File: config.mk
export PLATFORM = sky130hd
export DESIGN_NAME = cct_timer
export DESIGN_NICKNAME = d
export VERILOG_FILES = /design/src/cct_pkg.sv /design/src/cct_edge_if.sv /design/src/cct_edge_det.sv /design/src/cct_timer.sv
export SDC_FILE = /design/constraint.sdc
export NUM_CORES = 1
export LEC_CHECK = 0
export ABC_AREA = 1
export BUFFER_PORTS_ARGS = -buffer_cell sky130_fd_sc_hd__buf_2
export CAP_MARGIN = 40
export CORE_MARGIN = 2
export CORE_UTILIZATION = 54
export DETAILED_ROUTE_END_ITERATION = 7
export HOLD_SLACK_MARGIN = 0.06
export PLACE_DENSITY = 0.77
export SLEW_MARGIN = 20
export SYNTH_ARGS = -nofsm -noshare
export SYNTH_HDL_FRONTEND = slang
export SYNTH_SLANG_ARGS = --single-unit
File: constraint.sdc
create_clock -name clk -period 3.82 [get_ports clk]
set_clock_uncertainty 0.1 [all_clocks]
set_input_delay 0.764 -clock clk [delete_from_list [all_inputs] [get_ports clk]]
set_output_delay 0.764 -clock clk [all_outputs]
set_load 0.05 [all_outputs]
File: src/cct_pkg.sv
// Constants, addresses and field positions of the capture/compare timer
package cct_pkg;

    // Register addresses on the CPU memory bus
    localparam logic [15:0] ADDR_CLOCK_SELECT = 16'hFF40;
    localparam logic [15:0] ADDR_MODE_CONTROL = 16'hFF48;
    localparam logic [15:0] ADDR_CAPCOMP_CTRL = 16'hFF4C;
    localparam logic [15:0] ADDR_OUTPUT_CTRL = 16'hFF4E;
    localparam logic [15:0] ADDR_EDGE_MODE = 16'hFFEC;
    localparam logic [15:0] ADDR_COUNT_VALUE = 16'hFF10;
    localparam logic [15:0] ADDR_CAPCOMP_A = 16'hFF12;
    localparam logic [15:0] ADDR_CAPCOMP_B = 16'hFF14;

    // Values after reset, and the all-ones count
    localparam logic [7:0] CLOCK_SELECT_RESET = 8'h00;
    localparam logic [2:0] CAPCOMP_CTRL_RESET = 3'h4;
    localparam logic [15:0] COUNT_RESET = 16'h0000;
    localparam logic [15:0] CAPCOMP_RESET = 16'h0000;
    localparam logic [15:0] COUNT_ALL_ONES = 16'hFFFF;

    // Field positions
    localparam int CLK_OUT_ENABLE_BIT = 7;
    localparam int CAPCOMP_A_FUNC_BIT = 0;
    localparam int CAPCOMP_A_TRIG_BIT = 1;
    localparam int CAPCOMP_B_FUNC_BIT = 2;
    localparam int OVERFLOW_BIT = 0;
    localparam int OUT_ENABLE_BIT = 0;
    localparam int OUT_ACTIVE_BIT = 1;
    localparam int OUT_RESET_BIT = 2;
    localparam int OUT_SET_BIT = 3;
    localparam int OUT_TOGGLE_B_BIT = 4;
    localparam int ONE_SHOT_EN_BIT = 5;
    localparam int ONE_SHOT_TRIG_BIT = 6;
    localparam int EDGE_PRI_LSB = 2;
    localparam int EDGE_SEC_LSB = 4;

    // Operating modes held in the three mode bits
    localparam logic [2:0] MODE_STOP = 3'h0;
    localparam logic [2:0] MODE_PWM = 3'h1;

    // Count clock sources
    localparam logic [2:0] CNT_SRC_PIN = 3'h0;
    localparam logic [2:0] CNT_SRC_FX = 3'h1;
    localparam logic [2:0] CNT_SRC_FXX = 3'h2;
    localparam logic [2:0] CNT_SRC_FXX_2 = 3'h3;
    localparam logic [2:0] CNT_SRC_FXX_4 = 3'h4;
    localparam logic [2:0] CNT_SRC_WATCH = 3'h7;

    // Clock output sources
    localparam logic [3:0] CLKOUT_SRC_SUB = 4'h0;
    localparam logic [3:0] CLKOUT_SRC_FIRST = 4'h5;
    localparam logic [3:0] CLKOUT_SRC_LAST = 4'hC;

    // Pin edge selection codes
    localparam logic [1:0] EDGE_FALL = 2'h0;
    localparam logic [1:0] EDGE_RISE = 2'h1;
    localparam logic [1:0] EDGE_BOTH = 2'h3;

endpackage

File: src/cct_edge_if.sv
// Carrier between the timer core and its pin edge detectors
`timescale 1ns/1ps
interface cct_edge_if;
    logic pin;
    logic [1:0] sel;
    logic rise;
    logic fall;
    logic valid;

    modport det (input pin, input sel, output rise, output fall,
        output valid);
    modport user (output pin, output sel, input rise, input fall,
        input valid);
endinterface

File: src/cct_edge_det.sv
// Edge detector for one pin, with selectable valid edge
`timescale 1ns/1ps
module cct_edge_det
    import cct_pkg::*;
(
    // Clock and reset
    input wire logic clk,
    input wire logic rstn,
    // Pin and detected edges
    cct_edge_if.det edge_io
);

    typedef struct packed {
        logic prev;
    } cct_edge_s;

    cct_edge_s s;
    cct_edge_s next_s;

    // Remember last pin level
    always_comb begin
        next_s = s;
        next_s.prev = edge_io.pin;
    end

    always_ff @(posedge clk or negedge rstn) begin
        if (!rstn) begin
            s <= '0;
        end else begin
            s <= next_s;
        end
    end

    // Edges seen against the previous level; code 10 gives no edge
    always_comb begin
        edge_io.rise = edge_io.pin & ~s.prev;
        edge_io.fall = ~edge_io.pin & s.prev;
        case (edge_io.sel)
            EDGE_FALL: edge_io.valid = edge_io.fall;
            EDGE_RISE: edge_io.valid = edge_io.rise;
            EDGE_BOTH: edge_io.valid = edge_io.rise | edge_io.fall;
            default: edge_io.valid = 1'b0;
        endcase
    end

endmodule

File: src/cct_timer.sv
// 16-bit timer/event counter with two capture/compare registers
// Functional notes
// - Control bit 0 picks capture or compare A
// - Compare A equals count: raise match A
// - Capture A triggered by primary or secondary edge
// - Primary capture A edge inverts pin edge select
// - Value below count: wrap and continue
// - Control bit 2 picks capture or compare B
// - Compare B equals count: raise match B
// - Capture B uses primary valid edge only
// - Edge during B read: skip, still flag
// - Counter clears at reset, counts pulses
// - Count read goes through register B
// - Capture/compare registers written by 16-bit only
// - Clock select resets zero, picks clock output too
// - Interval from one to 65536 count periods
// - PWM output with 14-bit resolution
// - PWM and width capture run together
// - Count clock: pin, divided clock, watch
// - Event mode counts each valid pulse
// - Non-zero mode starts, zero stops clears
// - Clear-on-A with all ones sets overflow
`timescale 1ns/1ps
module cct_timer
    import cct_pkg::*;
(
    // Clock and reset
    input wire logic clk,
    input wire logic rstn,
    // CPU memory bus
    input wire logic [15:0] cpuAddr,
    input wire logic cpuWrite,
    input wire logic cpuRead,
    input wire logic cpuWide,
    input wire logic [15:0] cpuWdata,
    output logic [15:0] cpuRdata,
    // Clock inputs from the rest of the chip
    input wire logic oscDivideSelect,
    input wire logic watchTimerOut,
    input wire logic subClock,
    // Pins
    input wire logic countInputPrimary,
    input wire logic countInputSecondary,
    output logic timerOutputPin,
    output logic progClockOut,
    // Interrupt request pulses
    output logic matchIrqA,
    output logic matchIrqB,
    output logic extIrqFlagZero
);

    typedef struct packed {
        logic [7:0] clkSel;
        logic [2:0] mode;
        logic ovf;
        logic [2:0] ccCtrl;
        logic outEnable;
        logic outActive;
        logic toggleB;
        logic oneShotEn;
        logic oneShotArmed;
        logic [1:0] edgePri;
        logic [1:0] edgeSec;
        logic [15:0] ccA;
        logic [15:0] ccB;
        logic [15:0] cnt;
        logic [7:0] pre;
        logic level;
        logic pin;
        logic clkOut;
        logic matchA;
        logic matchB;
        logic extIrq;
        logic [15:0] rdata;
    } cct_state_s;

    cct_state_s s;
    cct_state_s next_s;

    cct_edge_if priIf ();
    cct_edge_if secIf ();
    cct_edge_if watchIf ();

    // Edge detectors for both count inputs and the watch timer
    assign priIf.pin = countInputPrimary;
    assign priIf.sel = s.edgePri;
    assign secIf.pin = countInputSecondary;
    assign secIf.sel = s.edgeSec;
    assign watchIf.pin = watchTimerOut;
    assign watchIf.sel = EDGE_RISE;

    cct_edge_det uPri (
        .clk(clk),
        .rstn(rstn),
        .edge_io(priIf.det)
    );

    cct_edge_det uSec (
        .clk(clk),
        .rstn(rstn),
        .edge_io(secIf.det)
    );

    cct_edge_det uWatch (
        .clk(clk),
        .rstn(rstn),
        .edge_io(watchIf.det)
    );

    logic running;
    logic clearOnEdge;
    logic clearOnMatchA;
    logic toggleOnEdge;
    logic [1:0] divExp;
    logic [7:0] divMask;
    logic tick;
    logic trigA;
    logic readingB;
    logic [3:0] clkOutExp;

    // Mode decode from the stored mode bits
    always_comb begin
        running = (s.mode != MODE_STOP);
        clearOnEdge = (s.mode[2:1] == 2'h2);
        clearOnMatchA = (s.mode[2:1] == 2'h3);
        toggleOnEdge = s.mode[0] && (s.mode != MODE_PWM);
    end

    // Count clock select; prescaler pulses stand in for slower clocks
    always_comb begin
        divExp = 2'h0;
        tick = 1'b0;
        case (s.clkSel[6:4])
            CNT_SRC_FX: divExp = 2'h0;
            CNT_SRC_FXX: divExp = oscDivideSelect ? 2'h0 : 2'h1;
            CNT_SRC_FXX_2: divExp = oscDivideSelect ? 2'h1 : 2'h2;
            CNT_SRC_FXX_4: divExp = oscDivideSelect ? 2'h2 : 2'h3;
            default: divExp = 2'h0;
        endcase
        divMask = 8'(({8'h00, 8'h01} << divExp) - 16'h0001);
        case (s.clkSel[6:4])
            CNT_SRC_PIN: tick = priIf.valid;
            CNT_SRC_FX, CNT_SRC_FXX, CNT_SRC_FXX_2, CNT_SRC_FXX_4:
                tick = ((s.pre & divMask) == divMask);
            CNT_SRC_WATCH: tick = watchIf.valid;
            default: tick = 1'b0;
        endcase
    end

    // Capture triggers; pin edge 11 leaves register A without trigger
    always_comb begin
        if (s.ccCtrl[CAPCOMP_A_TRIG_BIT]) begin
            case (s.edgePri)
                EDGE_FALL: trigA = priIf.rise;
                EDGE_RISE: trigA = priIf.fall;
                default: trigA = 1'b0;
            endcase
        end else begin
            trigA = secIf.valid;
        end
        readingB = cpuRead && (cpuAddr == ADDR_CAPCOMP_B);
    end

    // Clock output exponent; divide by fx/fxx scaling from the mode bit
    always_comb begin
        clkOutExp = 4'(s.clkSel[3:0] - CLKOUT_SRC_FIRST)
            + (oscDivideSelect ? 4'h0 : 4'h1);
    end

    // Next state: bus access, counting, compare, capture and outputs
    always_comb begin
        next_s = s;
        next_s.matchA = 1'b0;
        next_s.matchB = 1'b0;
        next_s.extIrq = 1'b0;
        next_s.pre = s.pre + 8'h01;
        // Register writes
        if (cpuWrite) begin
            case (cpuAddr)
                ADDR_CLOCK_SELECT: next_s.clkSel = cpuWdata[7:0];
                ADDR_MODE_CONTROL: begin
                    next_s.mode = cpuWdata[3:1];
                    next_s.ovf = cpuWdata[OVERFLOW_BIT];
                end
                ADDR_CAPCOMP_CTRL: next_s.ccCtrl = cpuWdata[2:0];
                ADDR_OUTPUT_CTRL: begin
                    next_s.outEnable = cpuWdata[OUT_ENABLE_BIT];
                    next_s.outActive = cpuWdata[OUT_ACTIVE_BIT];
                    next_s.toggleB = cpuWdata[OUT_TOGGLE_B_BIT];
                    next_s.oneShotEn = cpuWdata[ONE_SHOT_EN_BIT];
                    // Set and reset act once and are not stored
                    if (cpuWdata[OUT_SET_BIT] & ~cpuWdata[OUT_RESET_BIT]) begin
                        next_s.level = 1'b1;
                    end else if (cpuWdata[OUT_RESET_BIT]
                        && !cpuWdata[OUT_SET_BIT]) begin
                        next_s.level = 1'b0;
                    end
                    if (cpuWdata[ONE_SHOT_TRIG_BIT]) begin
                        next_s.oneShotArmed = 1'b1;
                    end
                end
                ADDR_EDGE_MODE: begin
                    next_s.edgePri = cpuWdata[EDGE_PRI_LSB +: 2];
                    next_s.edgeSec = cpuWdata[EDGE_SEC_LSB +: 2];
                end
                ADDR_CAPCOMP_A: if (cpuWide) next_s.ccA = cpuWdata;
                ADDR_CAPCOMP_B: if (cpuWide) next_s.ccB = cpuWdata;
                default: ;
            endcase
        end
        // Compare matches seen as the count steps
        if (running && tick && !s.ccCtrl[CAPCOMP_A_FUNC_BIT]
            && s.cnt == s.ccA) begin
            next_s.matchA = 1'b1;
        end
        if (running && tick && !s.ccCtrl[CAPCOMP_B_FUNC_BIT]
            && s.cnt == s.ccB) begin
            next_s.matchB = 1'b1;
        end
        // Counter; a value below the count lets it wrap through zero
        if (next_s.mode == MODE_STOP) begin
            next_s.cnt = COUNT_RESET;
        end else if (running && clearOnEdge && priIf.valid) begin
            next_s.cnt = COUNT_RESET;
        end else if (running && tick) begin
            if (clearOnMatchA && s.cnt == s.ccA) begin
                next_s.cnt = COUNT_RESET;
            end else begin
                next_s.cnt = s.cnt + 16'h0001;
            end
            if (s.cnt == COUNT_ALL_ONES) begin
                next_s.ovf = 1'b1;
            end
        end
        // Primary valid edge always raises the external request
        next_s.extIrq = priIf.valid;
        // Captures take the count of the detecting cycle
        if (s.ccCtrl[CAPCOMP_A_FUNC_BIT] && trigA) begin
            next_s.ccA = s.cnt;
        end
        if (s.ccCtrl[CAPCOMP_B_FUNC_BIT] && priIf.valid && !readingB) begin
            next_s.ccB = s.cnt;
        end
        // Register reads; the count is fetched through register B
        if (cpuRead) begin
            case (cpuAddr)
                ADDR_CLOCK_SELECT: next_s.rdata = {8'h00, s.clkSel};
                ADDR_MODE_CONTROL: next_s.rdata = {12'h000, s.mode, s.ovf};
                ADDR_CAPCOMP_CTRL: next_s.rdata = {13'h0000, s.ccCtrl};
                ADDR_OUTPUT_CTRL: next_s.rdata = {10'h000, s.oneShotEn,
                    s.toggleB, 2'h0, s.outActive, s.outEnable};
                ADDR_EDGE_MODE: next_s.rdata = {10'h000, s.edgeSec,
                    s.edgePri, 2'h0};
                ADDR_CAPCOMP_A: next_s.rdata = s.ccA;
                ADDR_CAPCOMP_B: next_s.rdata = s.ccB;
                ADDR_COUNT_VALUE: begin
                    next_s.rdata = s.cnt;
                    next_s.ccB = s.cnt;
                end
                default: next_s.rdata = 16'h0000;
            endcase
        end
        // Timer flip-flop; one-shot waits for its trigger
        if (s.oneShotEn) begin
            if (s.oneShotArmed && next_s.matchB) begin
                next_s.level = 1'b1;
            end else if (s.oneShotArmed && next_s.matchA) begin
                next_s.level = 1'b0;
                next_s.oneShotArmed = 1'b0;
            end
        end else if ((next_s.matchA && s.outActive)
            ^ (next_s.matchB && s.toggleB)
            ^ (toggleOnEdge && priIf.valid)) begin
            next_s.level = ~s.level;
        end
        // PWM compares the upper 14 bits; captures keep working alongside
        if (next_s.mode == MODE_PWM) begin
            next_s.level = (next_s.cnt[15:2] < next_s.ccA[15:2])
                ^ next_s.outActive;
        end
        next_s.pin = next_s.outEnable & next_s.level;
        // Clock output from the prescaler; code 0 passes the subclock
        if (!s.clkSel[CLK_OUT_ENABLE_BIT]) begin
            next_s.clkOut = 1'b0;
        end else if (s.clkSel[3:0] == CLKOUT_SRC_SUB) begin
            next_s.clkOut = subClock;
        end else if (s.clkSel[3:0] >= CLKOUT_SRC_FIRST
            && s.clkSel[3:0] <= CLKOUT_SRC_LAST) begin
            next_s.clkOut = (clkOutExp == 4'h0) ? s.pre[0]
                : s.pre[3'(clkOutExp - 4'h1)];
        end else begin
            next_s.clkOut = 1'b0;
        end
    end

    // State register; capture/compare contents are unspecified, zeroed here
    always_ff @(posedge clk or negedge rstn) begin
        if (!rstn) begin
            s <= '0;
            s.clkSel <= CLOCK_SELECT_RESET;
            s.ccCtrl <= CAPCOMP_CTRL_RESET;
            s.cnt <= COUNT_RESET;
            s.ccA <= CAPCOMP_RESET;
            s.ccB <= CAPCOMP_RESET;
        end else begin
            s <= next_s;
        end
    end

    // Outputs all come from the state register
    assign cpuRdata = s.rdata;
    assign timerOutputPin = s.pin;
    assign progClockOut = s.clkOut;
    assign matchIrqA = s.matchA;
    assign matchIrqB = s.matchB;
    assign extIrqFlagZero = s.extIrq;

    // Checks on counter, captures and outputs
    a_stop_clears_count: assert property (@(posedge clk) disable iff (!rstn)
        s.mode == MODE_STOP |-> s.cnt == COUNT_RESET)
        else $error("count not zero while stopped");

    a_match_a_irq: assert property (@(posedge clk) disable iff (!rstn)
        running && tick && !s.ccCtrl[0] && s.cnt == s.ccA
        |=> matchIrqA)
        else $error("match A request missing");

    a_match_b_irq: assert property (@(posedge clk) disable iff (!rstn)
        running && tick && !s.ccCtrl[2] && s.cnt == s.ccB
        |=> matchIrqB)
        else $error("match B request missing");

    a_capture_b_skip: assert property (@(posedge clk) disable iff (!rstn)
        priIf.valid && s.ccCtrl[2] && readingB && !cpuWrite
        |=> s.ccB == $past(s.ccB) && extIrqFlagZero)
        else $error("capture B not skipped during read");

    a_count_read_path: assert property (@(posedge clk) disable iff (!rstn)
        cpuRead && cpuAddr == ADDR_COUNT_VALUE
        |=> s.ccB == $past(s.cnt) && cpuRdata == $past(s.cnt))
        else $error("count read not routed through B");

    a_capture_a_latch: assert property (@(posedge clk) disable iff (!rstn)
        s.ccCtrl[0] && trigA |=> s.ccA == $past(s.cnt))
        else $error("capture A missed the count");

    a_narrow_write_a: assert property (@(posedge clk) disable iff (!rstn)
        cpuWrite && !cpuWide && cpuAddr == ADDR_CAPCOMP_A && !s.ccCtrl[0]
        |=> s.ccA == $past(s.ccA))
        else $error("byte write changed register A");

    a_overflow_wrap: assert property (@(posedge clk) disable iff (!rstn)
        running && tick && s.cnt == COUNT_ALL_ONES && !cpuWrite
        |=> s.ovf && s.cnt == COUNT_RESET)
        else $error("overflow flag not set on wrap");

    a_event_count: assert property (@(posedge clk) disable iff (!rstn)
        s.clkSel[6:4] == CNT_SRC_PIN && s.mode[2:1] == 2'h1
        && priIf.valid && !cpuWrite
        |=> s.cnt == 16'($past(s.cnt) + 16'h0001))
        else $error("event pulse not counted");

    a_pwm_level: assert property (@(posedge clk) disable iff (!rstn)
        s.mode == MODE_PWM |-> timerOutputPin == (s.outEnable
        & ((s.cnt[15:2] < s.ccA[15:2]) ^ s.outActive)))
        else $error("PWM output level wrong");

    c_match_a: cover property (@(posedge clk) disable iff (!rstn)
        matchIrqA);
    c_capture_b: cover property (@(posedge clk) disable iff (!rstn)
        s.ccCtrl[2] && priIf.valid && !readingB);
    c_overflow: cover property (@(posedge clk) disable iff (!rstn)
        $rose(s.ovf));
    c_pwm_capture: cover property (@(posedge clk) disable iff (!rstn)
        s.mode == MODE_PWM && s.ccCtrl[2] && priIf.valid);

endmodule
== After elaboration in Yosys (flattened, before gate mapping) ==
Index checks and enable logic that the tools add are counted.

* Word-level logic and storage cells: 177
* Flip-flop bits (word level): 105
* Input bits: 42

* Bitwise operators: 20
* Eq/ne operators: 25
* Add/subtract/negate cells: 6
* Shift operators: 1
* Multiplexer cells: 53
* Order comparisons: 4
* Reductions and logical operators: 41

{| class="wikitable"
|+ Operators with widths
! cell !! count
|-
| $mux 16 || 12
|-
| $eq 16x16->1 const B || 9
|-
| $pmux 16 s8 || 1
|-
| $mux 48 || 1
|-
| $eq 16x16->1 || 2
|-
| $mux 1 || 28
|-
| $logic_and 1x1->1 || 20
|-
| $add 16x1->16 const B || 1
|-
| $lt 14x14->1 || 1
|-
| $pmux 1 s3 || 3
|-
| $add 8x1->8 const B || 1
|-
| $and 8x8->8 || 1
|-
| $eq 2x2->1 const B || 4
|-
| $eq 8x8->1 || 1
|-
| $logic_not 4->1 || 2
|-
| $mux 4 || 2
|-
| $reduce_and 2->1 || 4
|-
| $shl 1x2->8 const A || 1
|-
| $sub 8x1->8 const B || 1
|-
| $and 1x1->1 || 7
|-
| $not 1->1 || 7
|-
| $eq 3x1->1 const B || 2
|-
| $eq 3x2->1 const B || 2
|-
| $eq 3x3->1 const B || 2
|-
| 23 further kinds || 35
|}

== Depth between registers and ports, before layout ==
* Depth in word-level cells: 18
* Gate-level depth with buffers: 29
* Gate-level depth less buffers: 29

== Modules after synthesis ==
A second synthesis with hierarchy kept.

* Cells, all modules: 927
* Area total of the unflattened synthesis: 6875.3 um^2

{| class="wikitable"
|+ By module, submodules not included
! module !! seq. area each (um^2) !! cells an instance !! times used !! area each (um^2)
|-
| cct_timer || 2553.7 || 891 || 1 || 6612.6
|-
| cct_edge_det || 25.0 || 12 || 3 || 87.6
|}

== Least setup slack after synthesis ==
Ideal clock, no wire load.

* Path type: input to register
* Start: in oscDivideSelect
* End: reg s (netlist bit timerOutputPin)
* Data required time: 3647 ps
* Cell stages on the path: 27
* Setup time: 73 ps
* Slack: -124 ps
* Buffers on the path: 0
* Arrival time: 3771 ps
* Path through: nand2_1 > nand2_1 > or2_2 > ha_1 > nor2_1 > inv_1 > nand3_1 > nor2_1 > nand2_1 > nor2_2 > nor2_2 > nor2_4 > nand4_2 > nor2_2 > inv_2 > nor3_4 > nand2_1 > a221oi_1 > ha_1 > nand2_1 > nor2_1 > a211oi_1 > o221a_2 > nand2_1 > nand2_1 > nand3_2 > a21oi_2

{| class="wikitable"
|+ RTL lines
! item !! line !! text
|-
| start: declaration || cct_timer.sv:38 || <nowiki>input wire logic oscDivideSelect,</nowiki>
|-
| end signal: assignment || cct_timer.sv:306 || <nowiki>s <= next_s;</nowiki>
|-
| end: declaration || cct_timer.sv:77 || <nowiki>cct_state_s s;</nowiki>
|}

==> impl_metrics.ini <==
[clock_network]
clkLatencyLatePin_ns = 0.35
clock_tree.htree_level_count = 3
clock_tree.root_cell = clkbuf_16
path_clk_slew_ns = 0.07
cts_tree = yes
clockBufferDepth = 2
clock_sink_count = 105
numCtsBuffers = 9
cts-hold-fix-buffers = 0

[finish]
layout_common_cells = 195 x nand2_1, 140 x inv_1, 103 x dfrtp_1
drive_above_1_share = 0.196
diodes = 0
nFillCells = 1034
instances_no_fill = 1154
layout_commonest_cell = nand2_1
area_growth_syn_to_layout_pct = 17.0
final_nets = 1047
utilization = 0.651

[drt]
drc = 0
num_vias = 6444
wire_per_inst_um = 16.2
ant_nets = 0
drt_iter0_markers = 689
first_pass_iters = 5
wirelength_um = 18700
viasPerCell = 5.58

[yosys]
synthFlopType = dfrtp_1
ys_ff_latch = 105
synth_top_cell_by_area = dfrtp_1
yosys_warnings = 0
synth_seq_area_share = 0.392
synth.net_count = 956
synthTopCellsByArea = dfrtp_1 39%, nand2_1 11%, inv_1 7.9%
syn-cell-area_um2 = 6710
async_reset_ff_frac = 1.00
synth.avg_cell_area_um2 = 7.54
synth_cell_type_count = 51
synth-edff-count = 0
syn_inst = 890
synth_top_area_share = 0.388

[outcome]
failed_checks = negative setup slack
status = finished with violations

[floorplanning]
die_w_um = 115
io_pins = 63
core_um2 = 12100
initial_core_util = 0.557
num_rows = 40
fp.dieH_um = 115
die-area_um2 = 13300

[timing]
setup_ws_ns = -0.0866
rsz0062_at_grt = yes
relSlewSlack = 0.554
worstMarginPinSlew_ns = 0.653
fmaxAchievable_mhz = 256
final.min_clock_period_ns = 3.91
hold_viol = 0
finalMaxSlewViolations = 0
period_share = 1.02
setup_viol = 2
setup_tns_ns = -0.125

[global_routing]
grt_max_degree = 46
grt_pass1_vias = 5983
grtUsageTotal = 0.291
grt_pass1_wl_um = 30000
overflow = 0
antenna_found_initial = 1

[setup_path]
startpoint_type = input pin
path_max_fanout = 4
crit_required_ns = 4.01
worstPathArrival_ns = 4.09
crit_path_end_kind = flop
path_class = input pin to flop

[pwr]
p_seq_frac = 0.455
ir_drop_v = 0.000268
p_int_w = 0.00186
power_density_nw_per_um2 = 362
p_leak_nw = 4.04
sw_frac_of_total = 0.345
clkPwrFrac = 0.314
switching_power_w = 0.000981
p_comb_frac = 0.231

[placement]
gp_congestion = 1.05
dp.cells = 1137
dpl.hpwl_um = 14500
io_buffer_count = 62

[flow_run]
cap_violations = 0

[min_path]
hold_class = input pin to async pin
[synth_stat cells, drive strengths merged (12+ instances only)]
master / count
nand2: 203
inv: 149
dfrtp: 104
nor2: 73
o21ai: 68
a21oi: 38
o22ai: 33
nand3: 28
xor2: 25
ha: 24
nor3: 22
buf: 20
clkbuf: 18
a211oi: 14
nand4: 12
[path summary, 6_finish.rpt]
path,startpoint,end,slack (ns),cells past startpoint
max,oscDivideSelect,timerOutputPin$_DFF_PN0_,-0.09,28
min,rstn,s[24]$_DFF_PN0_,0.23,1
max reg2reg,s[100]$_DFFE_PN0P_,timerOutputPin$_DFF_PN0_,-0.09,27
min reg2reg,cpuRdata[0]$_DFFE_PN0P_,cpuRdata[0]$_DFFE_PN0P_,0.39,2
max in group asynchronous,rstn,cpuRdata[5]$_DFFE_PN0P_,2.54,3
min in group clk,cpuRdata[0]$_DFFE_PN0P_,cpuRdata[0]$_DFFE_PN0P_,0.39,2
[metrics by stage]
stage	setup WS [ns]	hold WS, ns	area, µm²	power (W)
final	-0.0866	0.233	7850	0.00284
after global routing	-0.345	0.276	7850	0.00298
after CTS	-0.0466	0.247	7830	0.00282
after detailed placement	-0.489	0.378	7510	0.00193
after global placement	-0.404	0.368	7480	0.00192
after floorplan	-0.0512	0.353	6760	0.00170
[flip-flops by register name, summed over array words and instances, names as in the netlist, 2 cells and up]
signal and flops:
priIf.sel 2, secIf.sel 2, s 77, cpuRdata 16
[repair_timing]
item,in CTS,in global routing
gates cloned,0,0
setup buffers,1,0
pin swaps,3,3
resized for setup,8,7
setup endpoints to repair,2,2
[worst max-delay path: stages]
cell	delay, ns
buf_8	0.10
nand2_4	0.05
nand2_2	0.05
or2_4	0.24
ha_4	0.27
nor2_4	0.03
inv_2	0.05
nand3_2	0.05
nor2_1	0.10
nand2_1	0.07
nor2_2	0.09
nor2_2	0.05
nor2_4	0.15
nand4_2	0.12
nor2_2	0.12
inv_2	0.05
nor3_4	0.15
nand2_1	0.09
a221oi_2	0.26
ha_1	0.30
nand2_2	0.09
nor2_2	0.05
a211oi_2	0.16
o221a_2	0.26
nand2_1	0.06
nand2_1	0.07
nand3_2	0.09
a21oi_2	0.13
[cells by family after synthesis]
group                    after synthesis  synth area share
AND/OR/NAND/NOR                      344             0.220
buffers and inverters                189             0.116
AO/OA/AOI/OAI                        187             0.170
flip-flops                           105             0.392
XOR/XNOR                              31            0.0404
adder cells (fa/ha/maj)               24            0.0447
multiplexers                          10            0.0168
[power by group through the flow]
stage / Sequential, W / Clock [W] / Combinational, W
2_1_floorplan: 0.00126 / 0 / 0.000438
3_3_place_gp: 0.00131 / 0 / 0.000611
3_5_place_dp: 0.00131 / 0 / 0.000626
4_1_cts: 0.00129 / 0.000891 / 0.000642
5_1_grt: 0.00130 / 0.000938 / 0.000739
6_report: 0.00129 / 0.000892 / 0.000657
[metal layers]
layer  vias up  wire (µm)  GRT usage
li1       3092          -          -
met1      3018       8390      0.424
met2       301       8190      0.439
met3        33       1680     0.0434
met4         0        447      0.110
met5         -          0          0
[final cells by class]
type / instances / area [µm²] / area share
clock inverter: 7 / 56.3 / 0.00717
multi-input combinational: 596 / 3390 / 0.431
inverter: 151 / 567 / 0.0722
timing repair buffer: 118 / 776 / 0.0988
tap: 168 / 210 / 0.0268
sequential: 105 / 2630 / 0.335
clock buffer: 9 / 225 / 0.0287
Note: power is estimated with default switching activity, not from simulation.
